### config.mk
export PLATFORM = sky130hd
export DESIGN_NAME = ddr_phy_controller_half_rate_if
export DESIGN_NICKNAME = d
export VERILOG_FILES = /design/src/rtl/ddr_half_rate_pkg.sv /design/src/rtl/ddr_phy_controller_half_rate_if.sv
export SDC_FILE = /design/constraint.sdc
export NUM_CORES = 1
export LEC_CHECK = 0
export BUFFER_PORTS_ARGS = -buffer_cell sky130_fd_sc_hd__buf_2
export CAP_MARGIN = 30
export CORE_ASPECT_RATIO = 1.2
export CORE_MARGIN = 10
export CORE_UTILIZATION = 55
export CTS_BUF_LIST = sky130_fd_sc_hd__clkbuf_4 sky130_fd_sc_hd__clkbuf_8
export DETAILED_ROUTE_END_ITERATION = 10
export PLACE_DENSITY = 0.9
export RECOVER_POWER = 25
export SETUP_SLACK_MARGIN = 0.05
export SKIP_LAST_GASP = 1
export SYNTH_ARGS = -nofsm -noshare
export SYNTH_HDL_FRONTEND = slang
export SYNTH_SLANG_ARGS = --single-unit
### constraint.sdc
create_clock -name clk -period 20.2 [get_ports clk]
set_input_delay 1.01 -clock clk [delete_from_list [all_inputs] [get_ports clk]]
set_output_delay 1.01 -clock clk [all_outputs]
set_load 0.005 [all_outputs]
### src/rtl/ddr_half_rate_pkg.sv
/*
 * shared constants and carrier types for the half-rate controller-to-phy block.
 * assumes one clock, 50 MHz, and a memory clock equal to that clock in this model.
 */
package ddr_half_rate_pkg;

    // ------------------------------------------------------------------
    // widths of the command carrier
    // ------------------------------------------------------------------
    localparam int CS_WIDTH = 2;
    localparam int ADDR_WIDTH = 14;
    localparam int BANK_WIDTH = 3;

    // ------------------------------------------------------------------
    // rate ratio codes
    // ------------------------------------------------------------------
    localparam int RATIO_FULL = 2;
    localparam int RATIO_HALF = 4;

    // ------------------------------------------------------------------
    // defaults and timing
    // ------------------------------------------------------------------
    localparam int DEF_MEM_WIDTH = 8;
    localparam int DEF_DQ_PER_GROUP = 8;
    localparam int DEF_WLAT = 2;
    localparam int DEF_RLAT = 15;
    localparam int RLAT_MAX = 32;
    localparam int CLK_PERIOD_NS = 20;
    localparam int CAL_TIME_NS = 10000;
    localparam int CAL_CYCLES = (CAL_TIME_NS + CLK_PERIOD_NS - 1) / CLK_PERIOD_NS;
    localparam int CAL_CNT_WIDTH = 16;
    localparam logic RESET_INACTIVE = 1'h1;

    // one memory clock worth of address and command
    typedef struct packed {
        logic [CS_WIDTH-1:0] cs_n;
        logic ras_n;
        logic cas_n;
        logic we_n;
        logic [BANK_WIDTH-1:0] bank;
        logic [ADDR_WIDTH-1:0] addr;
    } cmd_slot_type;

    localparam cmd_slot_type CMD_IDLE = '{cs_n: '1, ras_n: 1'h1, cas_n: 1'h1, we_n: 1'h1, bank: '0, addr: '0};

    // calibration sequencer states
    typedef enum logic [2:0] {
        CAL_WAIT = 3'h1,
        CAL_RUN = 3'h2,
        CAL_DONE = 3'h4
    } cal_state_type;

endpackage : ddr_half_rate_pkg

### src/rtl/ddr_phy_controller_half_rate_if.sv
/*
 * phy side of the half-rate controller interface: captures one controller word per
 * controller cycle and plays its slots out on the memory side, low slot first; returns
 * read data and a delayed copy of the read-in-progress vector; runs a small calibration
 * sequencer that reports write and read latency.
 * assumes clk is the memory clock; a controller cycle spans rate_ratio_param/2 clocks,
 * marked by ctl_take. each memory clock carries two data beats, low beat first.
 */
`timescale 1ns/1ps

module ddr_phy_controller_half_rate_if
    import ddr_half_rate_pkg::*;
#(
    parameter int rate_ratio_param = RATIO_HALF,
    parameter int memory_bus_width = DEF_MEM_WIDTH,
    parameter int dq_per_group = DEF_DQ_PER_GROUP,
    parameter int wlat = DEF_WLAT,
    parameter int rlat = DEF_RLAT,
    parameter int cal_cycles = CAL_CYCLES
)
(
    input wire logic clk,
    input wire logic rst_n,
    input wire cmd_slot_type [rate_ratio_param/2-1:0] ctl_cmd,
    input wire logic [memory_bus_width*rate_ratio_param-1:0] ctl_wdata,
    input wire logic [(memory_bus_width/dq_per_group)*(rate_ratio_param/2)-1:0] ctl_wdata_valid,
    input wire logic [(memory_bus_width/dq_per_group)*(rate_ratio_param/2)-1:0] ctl_dqs_burst,
    input wire logic [(memory_bus_width/dq_per_group)*(rate_ratio_param/2)-1:0] ctl_doing_rd,
    output logic ctl_take,
    output logic [memory_bus_width*rate_ratio_param-1:0] ctl_rdata,
    output logic [(memory_bus_width/dq_per_group)*(rate_ratio_param/2)-1:0] ctl_rdata_valid,
    output logic [7:0] ctl_wlat,
    output logic [7:0] ctl_rlat,
    output logic cal_done,
    output logic config_error,
    output cmd_slot_type mem_cmd,
    output logic [2*memory_bus_width-1:0] mem_dq_out,
    output logic [memory_bus_width/dq_per_group-1:0] mem_dq_oe,
    output logic [memory_bus_width/dq_per_group-1:0] mem_dqs_oe,
    input wire logic [2*memory_bus_width-1:0] mem_dq_in
);

    // ------------------------------------------------------------------
    // derived shape
    // ------------------------------------------------------------------
    localparam int SLOTS = rate_ratio_param / 2;
    localparam int GROUPS = memory_bus_width / dq_per_group;
    localparam int LOCAL_BUS_WIDTH = memory_bus_width * rate_ratio_param;
    localparam int BEATS_WIDTH = 2 * memory_bus_width;
    localparam int CTRL_WIDTH = GROUPS * SLOTS;
    localparam logic WIDTH_BAD = (memory_bus_width % dq_per_group) != 0;
    localparam logic [7:0] WLAT_CODE = 8'(wlat);
    localparam logic [7:0] RLAT_CODE = 8'(rlat);
    localparam int RLAT_TAP = (rlat < 1) ? 0 : ((rlat > RLAT_MAX) ? RLAT_MAX - 1 : rlat - 1);

    // ------------------------------------------------------------------
    // reset release through two flops
    // ------------------------------------------------------------------
    logic rst_meta_reg, rst_sync_n_reg;

    // async assert, clocked release
    always_ff @(posedge clk or negedge rst_n)
    begin
        if (!rst_n)
        begin
            rst_meta_reg <= 1'h0;
            rst_sync_n_reg <= 1'h0;
        end
        else
        begin
            rst_meta_reg <= RESET_INACTIVE;
            rst_sync_n_reg <= rst_meta_reg;
        end
    end

    // ------------------------------------------------------------------
    // slot pacing and word capture
    // ------------------------------------------------------------------
    logic slot_reg, slot_next;
    logic take_reg, take_next;
    cmd_slot_type [SLOTS-1:0] cmd_word_reg, cmd_word_next;
    logic [LOCAL_BUS_WIDTH-1:0] wdata_word_reg, wdata_word_next;
    logic [CTRL_WIDTH-1:0] wvalid_word_reg, wvalid_word_next;
    logic [CTRL_WIDTH-1:0] burst_word_reg, burst_word_next;

    // slot index selecting the controller half on the memory bus
    function automatic int slot_index(input logic s);
        slot_index = (SLOTS == 1) ? 0 : int'(s);
    endfunction : slot_index

    // capture at the last slot so every slot of the word plays out whole
    always_comb
    begin
        slot_next = (slot_index(slot_reg) == SLOTS - 1) ? 1'h0 : 1'h1;
        take_next = (slot_index(slot_next) == SLOTS - 1);
        cmd_word_next = cmd_word_reg;
        wdata_word_next = wdata_word_reg;
        wvalid_word_next = wvalid_word_reg;
        burst_word_next = burst_word_reg;
        if (take_reg)
        begin
            cmd_word_next = ctl_cmd; // either slot may carry a command
            wdata_word_next = ctl_wdata;
            wvalid_word_next = ctl_wdata_valid;
            burst_word_next = ctl_dqs_burst;
        end
    end

    // ------------------------------------------------------------------
    // calibration sequencer
    // ------------------------------------------------------------------
    cal_state_type cal_state_reg, cal_state_next;
    logic [CAL_CNT_WIDTH-1:0] cal_cnt_reg, cal_cnt_next;
    logic [7:0] wlat_reg, wlat_next;
    logic [7:0] rlat_reg, rlat_next;
    logic cal_done_reg, cal_done_next;

    // short fixed sweep, then latencies are published
    always_comb
    begin
        cal_state_next = cal_state_reg;
        cal_cnt_next = cal_cnt_reg;
        wlat_next = wlat_reg;
        rlat_next = rlat_reg;
        cal_done_next = cal_done_reg;
        unique case (cal_state_reg)
            CAL_WAIT:
            begin
                cal_state_next = CAL_RUN;
                cal_cnt_next = '0;
            end
            CAL_RUN:
            begin
                cal_cnt_next = cal_cnt_reg + CAL_CNT_WIDTH'(1);
                if (cal_cnt_reg == CAL_CNT_WIDTH'(cal_cycles - 1))
                begin
                    cal_state_next = CAL_DONE;
                    wlat_next = WLAT_CODE;
                    rlat_next = RLAT_CODE;
                    cal_done_next = 1'h1;
                end
            end
            CAL_DONE: cal_done_next = 1'h1;
        endcase
    end

    // ------------------------------------------------------------------
    // memory side drive
    // ------------------------------------------------------------------
    cmd_slot_type mem_cmd_reg, mem_cmd_next;
    logic [BEATS_WIDTH-1:0] mem_dq_out_reg, mem_dq_out_next;
    logic [GROUPS-1:0] mem_dq_oe_reg, mem_dq_oe_next;
    logic [GROUPS-1:0] mem_dqs_oe_reg, mem_dqs_oe_next;

    // low slot first, low byte first within the word
    always_comb
    begin
        int s;
        s = slot_index(slot_reg);
        mem_cmd_next = cmd_word_reg[s];
        mem_dq_out_next = wdata_word_reg[s*BEATS_WIDTH +: BEATS_WIDTH];
        for (int g = 0; g < GROUPS; g++)
        begin
            mem_dq_oe_next[g] = wvalid_word_reg[s*GROUPS + g];
            mem_dqs_oe_next[g] = burst_word_reg[s*GROUPS + g] | wvalid_word_reg[s*GROUPS + g];
        end
        if (!cal_done_reg)
        begin
            // controller traffic is held off; the sweep only touches the first chip select
            mem_cmd_next = CMD_IDLE;
            mem_cmd_next.cs_n[0] = (cal_state_reg != CAL_RUN) | slot_reg;
            mem_dq_oe_next = '0;
            mem_dqs_oe_next = '0;
        end
    end

    // ------------------------------------------------------------------
    // read return
    // ------------------------------------------------------------------
    logic [LOCAL_BUS_WIDTH-1:0] rd_word_reg, rd_word_next;
    logic [LOCAL_BUS_WIDTH-1:0] rdata_reg, rdata_next;
    logic [CTRL_WIDTH-1:0] rd_pipe_reg [RLAT_MAX];
    logic [CTRL_WIDTH-1:0] rd_pipe_next [RLAT_MAX];
    logic [CTRL_WIDTH-1:0] rvalid_reg, rvalid_next;

    // beats fill the word in bus order; valid is the read-in-progress pattern delayed
    always_comb
    begin
        int s;
        s = slot_index(slot_reg);
        rd_word_next = rd_word_reg;
        rd_word_next[s*BEATS_WIDTH +: BEATS_WIDTH] = mem_dq_in; // earlier beat, lower bits
        rdata_next = rdata_reg;
        rvalid_next = rvalid_reg;
        rd_pipe_next = rd_pipe_reg;
        if (take_reg)
        begin
            rdata_next = rd_word_next;
            rd_pipe_next[0] = ctl_doing_rd;
            for (int i = 1; i < RLAT_MAX; i++)
                rd_pipe_next[i] = rd_pipe_reg[i-1];
            // tap one short: the valid register adds the last controller cycle
            rvalid_next = (RLAT_TAP == 0) ? ctl_doing_rd : rd_pipe_reg[RLAT_TAP-1];
        end
    end

    // ------------------------------------------------------------------
    // state registers
    // ------------------------------------------------------------------
    logic config_error_reg;

    // all state on the synchronised reset; outputs are these flops directly
    always_ff @(posedge clk or negedge rst_sync_n_reg)
    begin
        if (!rst_sync_n_reg)
        begin
            slot_reg <= 1'h0;
            take_reg <= (SLOTS == 1);
            cmd_word_reg <= {SLOTS{CMD_IDLE}};
            wdata_word_reg <= '0;
            wvalid_word_reg <= '0;
            burst_word_reg <= '0;
            cal_state_reg <= CAL_WAIT;
            cal_cnt_reg <= '0;
            wlat_reg <= '0;
            rlat_reg <= '0;
            cal_done_reg <= 1'h0;
            mem_cmd_reg <= CMD_IDLE;
            mem_dq_out_reg <= '0;
            mem_dq_oe_reg <= '0;
            mem_dqs_oe_reg <= '0;
            rd_word_reg <= '0;
            rdata_reg <= '0;
            rvalid_reg <= '0;
            rd_pipe_reg <= '{default: '0};
            config_error_reg <= 1'h0;
        end
        else
        begin
            slot_reg <= slot_next;
            take_reg <= take_next;
            cmd_word_reg <= cmd_word_next;
            wdata_word_reg <= wdata_word_next;
            wvalid_word_reg <= wvalid_word_next;
            burst_word_reg <= burst_word_next;
            cal_state_reg <= cal_state_next;
            cal_cnt_reg <= cal_cnt_next;
            wlat_reg <= wlat_next;
            rlat_reg <= rlat_next;
            cal_done_reg <= cal_done_next;
            mem_cmd_reg <= mem_cmd_next;
            mem_dq_out_reg <= mem_dq_out_next;
            mem_dq_oe_reg <= mem_dq_oe_next;
            mem_dqs_oe_reg <= mem_dqs_oe_next;
            rd_word_reg <= rd_word_next;
            rdata_reg <= rdata_next;
            rvalid_reg <= rvalid_next;
            rd_pipe_reg <= rd_pipe_next;
            config_error_reg <= WIDTH_BAD; // static shape check
        end
    end

    // ports straight from the flops above
    assign ctl_take = take_reg;
    assign ctl_rdata = rdata_reg;
    assign ctl_rdata_valid = rvalid_reg;
    assign ctl_wlat = wlat_reg;
    assign ctl_rlat = rlat_reg;
    assign cal_done = cal_done_reg;
    assign config_error = config_error_reg;
    assign mem_cmd = mem_cmd_reg;
    assign mem_dq_out = mem_dq_out_reg;
    assign mem_dq_oe = mem_dq_oe_reg;
    assign mem_dqs_oe = mem_dqs_oe_reg;

endmodule : ddr_phy_controller_half_rate_if

==> out/qor.csv, run 1 <==
stage;metric;value;unit
power;p_switching;0.195;mW
logic_synthesis;yosys_warnings;0;
floorplan;core;15100;um^2
clocking;cts_setup_buffers;0;
grt;grt_overflow;0;
floorplan;start_util;56.5;%
clocking;holdBufCountCts;0;
logic_synthesis;synth-xor-area-share;0;%
placed_design;routabilityCongestion;0.811;
timing;rsz0062_at_grt;false;
drt;vias;5839;
logic_synthesis;synth_compound_area_share;6.49;%
clocking;clk_latency;0.50;ns
logic_synthesis;async_flop_share;100;%
power;power.leakage;5.10;nW
logic_synthesis;synthAdderAreaFrac;0.146;%
timing;fin_crit;4.91;ns
worst_setup_path;start_kind;flip-flop;
drt;wire_per_inst;15.9;um
clocking;htree_levels;2;
power;p_per_area;87.6;nW/um^2
grt;grt_use_met2;28.7;%
floorplan;die_w;134;um
placed_design;place_area;9520;um^2
worst_setup_path;critPathCaptureType;async pin;
logic_synthesis;synth_top_family_by_area;simple AND/OR/NAND/NOR gates;
drt;drtPass1Iterations;6;
cells_and_area;final_nets;1036;
grt;grt_use_met1;20.9;%
power;swShare;21.6;%
timing;slew_headroom;-163;%
timing;setup_violations;0;
cells_and_area;fillerInstances;1132;
drt;detail-route-antenna-nets;0;
clocking;cts.sinks;222;
timing;worst_pin_slew;3.94;ns
logic_synthesis;synth_edf_count;0;
power;p_comb_share;4.6;%
cells_and_area;final_cell_mix;214 x nand2_1, 206 x dfrtp_1, 179 x buf_2;
worst_setup_path;worstPathArrival;4.59;ns
logic_synthesis;ys.flop_type;dfrtp_1;
drt;wl;18.5;mm
min_path;hp-class;in -> async;
logic_synthesis;synthCells;756;
drt;dr.first_iter.drc_count;300;
clocking;path_clk_slew;0.07;ns
placed_design;port_buffers;180;
power;p_int;0.706;mW
cells_and_area;area_growth;20.1;%
timing;period_share;24.3;%
grt;grt_pass1_vias;6107;
cells_and_area;largest_register_ffs;44;
clocking;ctsResizeCount;0;
timing;hold_viol_final;0;
floorplan;rows;49;
clocking;cts_tree;built;
grt;antenna_found_initial;2;
logic_synthesis;synthSimpleGateAreaFrac;12.1;%
worst_setup_path;crit_required;19.88;ns
timing;skew;0.0282;ns
logic_synthesis;yosysUniqueCellTypes;41;
logic_synthesis;yosysSeqAreaShare;65.1;%
worst_setup_path;crit_fanout;78;
power;clockPowerShare;43.0;%
cells_and_area;drive_gt1_share;35.2;%
power;peakVddDrop;0.0000548;V
placed_design;dp_hpwl;13.1;mm
timing;clock.fmax;204;MHz
clocking;cts_buffer_depth;3;
floorplan;dieArea;21000;um^2
logic_synthesis;synth-seq-cells;222;
run_status;violations;capacitance limit, slew limit;
job;cap_violations;2;
grt;track_usage;17.3;%
power;p_seq_share;52.4;%
worst_setup_path;path_class;reg -> async;
cells_and_area;final_common_cell;nand2_1;
cells_and_area;final_area;10300;um^2
logic_synthesis;synth_mux_area_share;10.2;%
clocking;root_buffer;clkbuf_8;
run_status;status;finished with violations;
logic_synthesis;syn_area;8560;um^2
floorplan;die_h;157;um
grt;grt.busiest_layer;met2;
grt;grt_use_met3;5.41;%
floorplan;ioPinCount;193;
grt;grt_pass1_wl;30.0;mm
worst_setup_path;reg2reg_depth;2;
drt;viasPerCell;5.01;
grt;grt_max_degree;124;
drt;drcViolationCount;0;
timing;fin_tns_setup;0;ns
clocking;cts_buffers;34;
timing;report.final.slew_viol_count;128;
logic_synthesis;syn-mean-instance-area;11.3;um^2
cell families (layout without fill, tap and decap cells):
family,after synthesis,in the layout
adders and majority gates,1,1
muxes,78,78
AOI/OAI and AO/OA,96,96
and+or+nand+nor,250,250
buffers and inverters,107,299
DFF,222,222
other,2,15
worst max-delay path, cell delays in order (launching register included):
cell and delay [ns]:
dfrtp_1 1.00, clkbuf_1 0.25, clkbuf_1 2.78
path summary, 6_finish.rpt:
check / from / to / slack (ns)
max in group clk: ctl_take / ctl_take / 16.22
setup reg to reg: rst_sync_n_reg / ctl_rdata[0] / 15.29
hold / removal: rst_n / rst_meta_reg / 0.28
hold reg to reg: rst_meta_reg / rst_sync_n_reg / 0.36
setup / recovery: rst_sync_n_reg / ctl_rdata[0] / 15.29
min in group clk: rst_meta_reg / rst_sync_n_reg / 0.36
synthesized netlist by cell type (4+ instances only):
library cell  count  area, um^2
nand3_1           8        40.0
buf_4            16         120
clkbuf_1         25        93.8
dfrtp_1         206        5150
nor2_1            4        15.0
a21boi_0         18         135
mux2_2           72         811
nand2_1         214         803
nand4_1           4        25.0
o21ai_1           9        45.0
dfstp_2          16         420
mux2i_1           6        60.1
o21ai_0          56         280
inv_1            51         191
buf_2            10        50.1
through the flow:
step,power (mW),std cells,hold WS (ns),utilization (%),setup WS (ns)
2_1_floorplan,0.500,767,0.331,-,13.58
3_3_place_gp,0.519,1100,0.229,62.7,16.62
3_5_place_dp,0.522,1101,0.233,62.9,17.03
4_1_cts,0.911,1161,0.242,67.7,16.69
5_1_grt,0.941,1165,0.263,67.9,14.42
6_report,0.901,1165,0.283,67.9,15.29
cell type report:
class	count	area, um^2	share of cell area (%)
antenna	2	5.00	0.0487
clock buffer	53	667	6.49
clock inverter	7	68.8	0.669
inverter	51	191	1.86
multi-input combinational	438	2530	24.6
sequential	222	5580	54.2
tap	204	255	2.48
timing repair buffer	188	992	9.65
power by group through the flow:
stage / sequential [mW] / clock (mW) / combinational, mW
after floorplan: 0.484 / 0 / 0.0156
after global placement: 0.479 / 0 / 0.0403
after detailed placement: 0.480 / 0 / 0.0424
after CTS: 0.472 / 0.397 / 0.0426
after global routing: 0.474 / 0.420 / 0.0476
final: 0.472 / 0.388 / 0.0414
routing by layer:
layer	routed length, um	share of wire [%]
met3	1400	7.6
met5	0	0
met2	9110	49
met4	484	2.6
met1	7490	41
Note: power is estimated with default switching activity, not from simulation.
==> run 2, diff against run 1 <==
--- a/config.mk
+++ b/config.mk
@@ -9,10 +9,10 @@
 export CAP_MARGIN = 30
 export CORE_ASPECT_RATIO = 1.2
 export CORE_MARGIN = 10
-export CORE_UTILIZATION = 55
+export CORE_UTILIZATION = 50
 export CTS_BUF_LIST = sky130_fd_sc_hd__clkbuf_4 sky130_fd_sc_hd__clkbuf_8
 export DETAILED_ROUTE_END_ITERATION = 10
-export PLACE_DENSITY = 0.9
+export PLACE_DENSITY = 0.87
 export RECOVER_POWER = 25
 export SETUP_SLACK_MARGIN = 0.05
 export SKIP_LAST_GASP = 1
==> constraint.sdc (replaced) <==
create_clock -name clk -period 4.4 [get_ports clk]
set_input_delay 0.22 -clock clk [delete_from_list [all_inputs] [get_ports clk]]
set_output_delay 0.22 -clock clk [all_outputs]
set_load 0.005 [all_outputs]
==> run 2 against run 1 <==
  * The run now ends clean
  * Total power grew to 4.8 times the previous value
  * Worst setup slack worse by 13 ns
  * Sequential share of layout area decreased by 5.1 points
  * Critical path type is now reg -> out
  * Die area increased by 8.6%
==> out/qor.csv, run 2 (synthesis results as in run 1) <==
stage;metric;value;unit;change
grt;antenna_found_initial;2;;unchanged
clocking;cts.sinks;222;;unchanged
clocking;root_buffer;clkbuf_8;;
clocking;clk_latency;0.52;ns;+0.02 ns
clocking;htree_levels;2;;unchanged
cells_and_area;largest_register_ffs;44;;unchanged
cells_and_area;final_common_cell;nand2_1;;
grt;grt_use_met3;6.22;%;+0.80 points
power;power.leakage;5.50;nW;+7.9%
timing;rsz0062_at_grt;false;;
floorplan;die_w;139;um;+4.2%
clocking;cts_buffer_depth;3;;unchanged
cells_and_area;seqCellArea;5580;um^2;about the same
power;p_comb_share;6.4;%;+1.8 points
job;cap_violations;0;;-2
drt;vias;6463;;+11%
worst_setup_path;critPathCaptureType;output pin;;
clocking;path_clk_slew;0.06;ns;about the same
timing;worst_pin_slew;1.04;ns;-2.90 ns
clocking;cts_buffers;36;;+5.9%
timing;fin_tns_setup;0;ns;unchanged
timing;setup_violations;0;;unchanged
placed_design;port_buffers;180;;unchanged
clocking;holdBufCountCts;100;;+100
drt;drcViolationCount;0;;unchanged
cells_and_area;final_cell_mix;214 x nand2_1, 205 x dfrtp_1, 164 x buf_2;;
worst_setup_path;crit_fanout;117;;+50%
timing;skew;0.0212;ns;-0.00702 ns
timing;clock.fmax;458;MHz;
timing;slew_headroom;30.5;%;+190 points
grt;track_usage;18.9;%;+1.6 points
timing;hold_viol_final;0;;unchanged
worst_setup_path;start_kind;flip-flop;;
floorplan;die_h;163;um;+4.3%
power;p_seq_share;50.4;%;-2.0 points
clocking;cts_tree;built;;
power;p_per_area;379;nW/um^2;+330%
clocking;ctsResizeCount;0;;unchanged
drt;wire_per_inst;17.1;um;+8.1%
cells_and_area;final_nets;1139;;+9.9%
worst_setup_path;path_class;reg -> out;;
worst_setup_path;worst_path_max_delay_cell;dfrtp_1;;
worst_setup_path;worstPathArrival;1.96;ns;-2.63 ns
floorplan;rows;52;;+6.1%
drt;drtPass1Iterations;5;;-1
grt;grt_pass1_wl;35.4;mm;+18%
power;clockPowerShare;43.2;%;+0.2 points
grt;grt_use_met2;32.7;%;+4.0 points
grt;grt_overflow;0;;unchanged
cells_and_area;area_growth;32.7;%;
run_status;status;finished, final reports clean;;
grt;grt_pass1_vias;6973;;+14%
drt;detail-route-antenna-nets;0;;unchanged
clocking;cts_setup_buffers;0;;unchanged
grt;grt_use_met1;20.5;%;-0.36 points
timing;fin_crit;2.18;ns;
grt;grt_max_degree;122;;-1.6%
grt;grt.busiest_layer;met2;;
floorplan;ioPinCount;193;;unchanged
power;peakVddDrop;0.000266;V;+390%
drt;viasPerCell;5.04;;+0.59%
cells_and_area;multi_input_area;2530;um^2;unchanged
cells_and_area;drive_gt1_share;30.9;%;-4.3 points
timing;whs;0.126;ns;-0.156 ns
placed_design;dp_hpwl;13.0;mm;-0.71%
floorplan;core;16900;um^2;+11%
power;swShare;22.0;%;+0.38 points
worst_setup_path;crit_required;4.18;ns;-15.70 ns
floorplan;dieArea;22800;um^2;+8.6%
drt;wl;22.0;mm;+19%
timing;period_share;49.6;%;
drt;dr.first_iter.drc_count;269;;-10%
power;p_switching;0.946;mW;+390%
min_path;hp-class;reg -> async;;
power;power;4.30;mW;+380%
cells_and_area;fillerInstances;1144;;+1.1%
placed_design;routabilityCongestion;0.787;;-3.0%
floorplan;start_util;50.8;%;-5.7 points
timing;report.final.slew_viol_count;0;;-100%
power;p_int;3.36;mW;+380%
worst_setup_path;crit_path_max_incr_delay;0.62;ns;-2.16 ns
worst_setup_path;path_cells;buf_4 -> buf_16 -> buf_2;;
## run 2: final cells by class
cell class | instances | area share (%)
diodes | 2 | 0.0441
clock inverters | 1 | 0.0771
clock buffers | 63 | 6.70
repair buffers | 289 | 17.7
inverters | 51 | 1.69
flip-flops and latches | 222 | 49.1
well taps | 216 | 2.38
multi-input cells | 438 | 22.2
## run 2: power by group through the flow
stage	clock network [mW]	logic, mW	registers [mW]
after CTS	1.90	0.256	2.18
after global placement	0	0.178	2.21
after floorplan	0	0.0718	2.22
after detailed placement	0	0.185	2.21
final	1.86	0.275	2.17
after global routing	2.00	0.307	2.17
## run 2: worst max-delay path, delay by kind of cell (launching register included)
family,cells,cell delay (ns)
buffers and inverters,3,0.77
DFF,1,0.62
## run 2: through the flow
step / cells / util (%) / setup slack, ns / cell area (um^2)
detailed placement: 1114 / 56.7 / 2.50 / 9560
floorplan: 767 / - / 0.764 / 8600
global route: 1282 / 67.4 / 2.10 / 11400
finish: 1282 / 67.4 / 2.22 / 11400
global placement: 1113 / 56.5 / 2.50 / 9530
CTS: 1278 / 67.2 / 2.02 / 11300
## run 2: final timing paths
check	start	to	slack, ns	cells past startpoint
setup / recovery	ctl_take	ctl_take	2.22	3
hold / removal	rst_sync_n_reg	wdata_word_reg[28]	0.13	0
setup reg to reg	ctl_take	mem_cmd[1]	2.47	4
hold reg to reg	rst_sync_n_reg	wdata_word_reg[28]	0.13	0
max in group asynchronous	rst_sync_n_reg	rd_pipe_reg[59]	2.72	2
min in group clk	rst_meta_reg	rst_sync_n_reg	0.35	0
## run 2: per-layer routing
layer / routed length, um / share of wire [%] / vias to the layer above
met5: 0 / 0 / -
met4: 795 / 3.6 / 0
met3: 1620 / 7.4 / 65
met2: 11400 / 52 / 247
met1: 8140 / 37 / 3167
li1: - / - / 2984
==> run 3, diff against run 2 <==
--- a/config.mk
+++ b/config.mk
@@ -9,10 +9,10 @@
 export CAP_MARGIN = 30
 export CORE_ASPECT_RATIO = 1.2
 export CORE_MARGIN = 10
-export CORE_UTILIZATION = 50
+export CORE_UTILIZATION = 55
 export CTS_BUF_LIST = sky130_fd_sc_hd__clkbuf_4 sky130_fd_sc_hd__clkbuf_8
 export DETAILED_ROUTE_END_ITERATION = 10
-export PLACE_DENSITY = 0.87
+export PLACE_DENSITY = 0.9
 export RECOVER_POWER = 25
 export SETUP_SLACK_MARGIN = 0.05
 export SKIP_LAST_GASP = 1
==> constraint.sdc (replaced) <==
create_clock -name clk -period 2.19 [get_ports clk]
set_input_delay 0.1095 -clock clk [delete_from_list [all_inputs] [get_ports clk]]
set_output_delay 0.1095 -clock clk [all_outputs]
set_load 0.005 [all_outputs]
==> run 3 against run 2 <==
  * Worst setup slack got worse by 1.9 ns
  * Worst hold slack improved by 0.21 ns
  * Die area decreased by 7.9%
  * Non-clock buffer count increased by 4
  * Register-to-register slack got worse by 2.1 ns
==> out/qor.csv, run 3 (synthesis results as in run 1) <==
stage;metric;value;unit;change
drt;detail-route-antenna-nets;0;;unchanged
cells_and_area;final_area;11300;um^2;-0.17%
placed_design;place_area;9670;um^2;+1.2%
worst_setup_path;path_cells;buf_2;;
job;cap_violations;0;;unchanged
floorplan;dieArea;21000;um^2;-7.9%
floorplan;ioPinCount;193;;unchanged
clocking;cts_setup_buffers;0;;unchanged
placed_design;routabilityCongestion;0.837;;+6.4%
grt;grt_max_degree;81;;-34%
placed_design;dp_hpwl;13.4;mm;+2.7%
grt;grt_pass1_vias;7233;;+3.7%
grt;grt_overflow;0;;unchanged
worst_setup_path;crit_fanout;27;;-77%
grt;grt_use_met3;6.31;%;+0.095 points
placed_design;port_buffers;180;;unchanged
timing;report.final.slew_viol_count;0;;unchanged
timing;whs;0.335;ns;+0.209 ns
cells_and_area;fillerInstances;913;;-20%
cells_and_area;final_cells;1274;;-0.62%
worst_setup_path;crit_path_max_incr_delay;1.01;ns;+0.39 ns
worst_setup_path;critical_path_buf_inv_count;1;;-2
drt;vias;6539;;+1.2%
timing;slew_headroom;31.7;%;+1.1 points
clocking;cts_buffers;35;;-2.8%
cells_and_area;fin_util;74.9;%;+7.5 points
floorplan;rows;49;;-5.8%
cells_and_area;final_nets;1142;;+0.26%
drt;drtPass1Iterations;7;;+2
power;power;8.49;mW;+97%
min_path;hp-class;in -> reg;;
floorplan;core;15100;um^2;-10%
cells_and_area;final_cell_mix;214 x nand2_1, 204 x dfrtp_1, 180 x buf_2;;
run_status;status;finished, final reports clean;;
drt;wl;23.7;mm;+7.6%
power;peakVddDrop;0.000587;V;+120%
clocking;cts_tree;built;;
drt;drcViolationCount;0;;unchanged
floorplan;start_util;56.5;%;+5.7 points
timing;worst_pin_slew;1.03;ns;-0.0166 ns
worst_setup_path;start_kind;flip-flop;;
clocking;cts.sinks;222;;unchanged
worst_setup_path;crit_required;2.08;ns;-2.10 ns
timing;hold_viol_final;0;;unchanged
timing;fin_crit;1.91;ns;
grt;track_usage;22.5;%;+3.5 points
clocking;htree_levels;2;;unchanged
timing;rsz0062_at_grt;false;;
drt;dr.first_iter.drc_count;441;;+64%
clocking;clk_latency;0.51;ns;about the same
grt;grt.busiest_layer;met2;;
cells_and_area;drive_gt1_share;32.9;%;+2.0 points
clocking;root_buffer;clkbuf_8;;
clocking;cts_buffer_depth;3;;unchanged
timing;setup_violations;0;;unchanged
timing;clock.fmax;523;MHz;
timing;skew;0.0177;ns;-0.00344 ns
floorplan;die_h;157;um;-4.1%
placed_design;placed_cells;1108;;-0.54%
power;p_per_area;749;nW/um^2;+98%
grt;grt_use_met2;40.1;%;+7.3 points
drt;viasPerCell;5.13;;+1.8%
worst_setup_path;critPathCaptureType;output pin;;
timing;period_share;87.3;%;
drt;wire_per_inst;18.6;um;+8.3%
worst_setup_path;path_class;reg -> out;;
cells_and_area;final_common_cell;nand2_1;;
floorplan;die_w;134;um;-4.0%
cells_and_area;area_growth;32.5;%;
clocking;path_clk_slew;0.06;ns;about the same
grt;grt_use_met1;23.6;%;+3.1 points
power;power.leakage;5.56;nW;+0.94%
worst_setup_path;crit_family;flip-flops;;
grt;grt_pass1_wl;37.8;mm;+6.8%
worst_setup_path;worstPathArrival;1.80;ns;-0.16 ns
cells_and_area;largest_register_ffs;44;;unchanged
grt;antenna_found_initial;3;;+1
worst_setup_path;worst_path_max_delay_cell;dfrtp_1;;
## run 3: cell count changes in the layout (fill, tap and decap cells not counted), moves of 2 or more
cell,change
clkbuf_2,+4
clkbuf_8,-4
clkbuf_4,-4
clkinvlp_4,+2
buf_2,+16
buf_12,+4
clkinv_2,+5
clkbuf_1,-18
buf_16,-3
## run 3: cell type report
cell class                 instances  area [um^2]  share of cell area [%]
tap                              204          255                    2.25
multi-input combinational        438         2530                    22.3
inverter                          51          191                    1.69
sequential                       222         5580                    49.2
clock inverter                     8         48.8                   0.430
timing repair buffer             293         2050                    18.1
antenna                            3         7.51                  0.0662
clock buffer                      55          676                    5.96
## run 3: what timing repair did
action / in CTS / in global routing
resized for setup: 0 / 0
endpoints found under the hold margin: 116 / 0
hold buffers: 100 / 0
## run 3: routing by layer
layer / wire length [um] / up-vias
li1: - / 2992
met1: 8550 / 3185
met2: 12500 / 285
met3: 1580 / 77
met4: 1050 / 0
met5: 0 / -
## run 3: stage by stage
stage / TNS, ns / setup slack [ns]
after detailed placement: 0 / 0.472
final: 0 / 0.277
after CTS: 0 / 0.222
after global placement: 0 / 0.518
after floorplan: -10.21 / -0.0501
after global routing: 0 / 0.0879
## run 3: final timing paths
kind | slack [ns] | endpoint | cells past startpoint | from
min reg2reg | 0.36 | rst_sync_n_reg | 0 | rst_meta_reg
min in group asynchronous | 0.44 | cal_cnt_reg[11] | 0 | rst_sync_n_reg
max | 0.28 | cal_done | 1 | cal_done
min | 0.34 | wdata_word_reg[12] | 4 | ctl_wdata[12]
max reg2reg | 0.36 | mem_dq_oe | 1 | rst_sync_n_reg
max in group asynchronous | 0.36 | mem_dq_oe | 1 | rst_sync_n_reg
## run 3: report_power, final
part           total [mW]  switching [mW]  internal (mW)  leakage [nW]
combinational       0.558           0.260          0.298          2.51
sequential           4.37          0.0942           4.28          2.66
clock                3.56            1.59           1.98         0.386
total                8.49            1.94           6.55          5.56
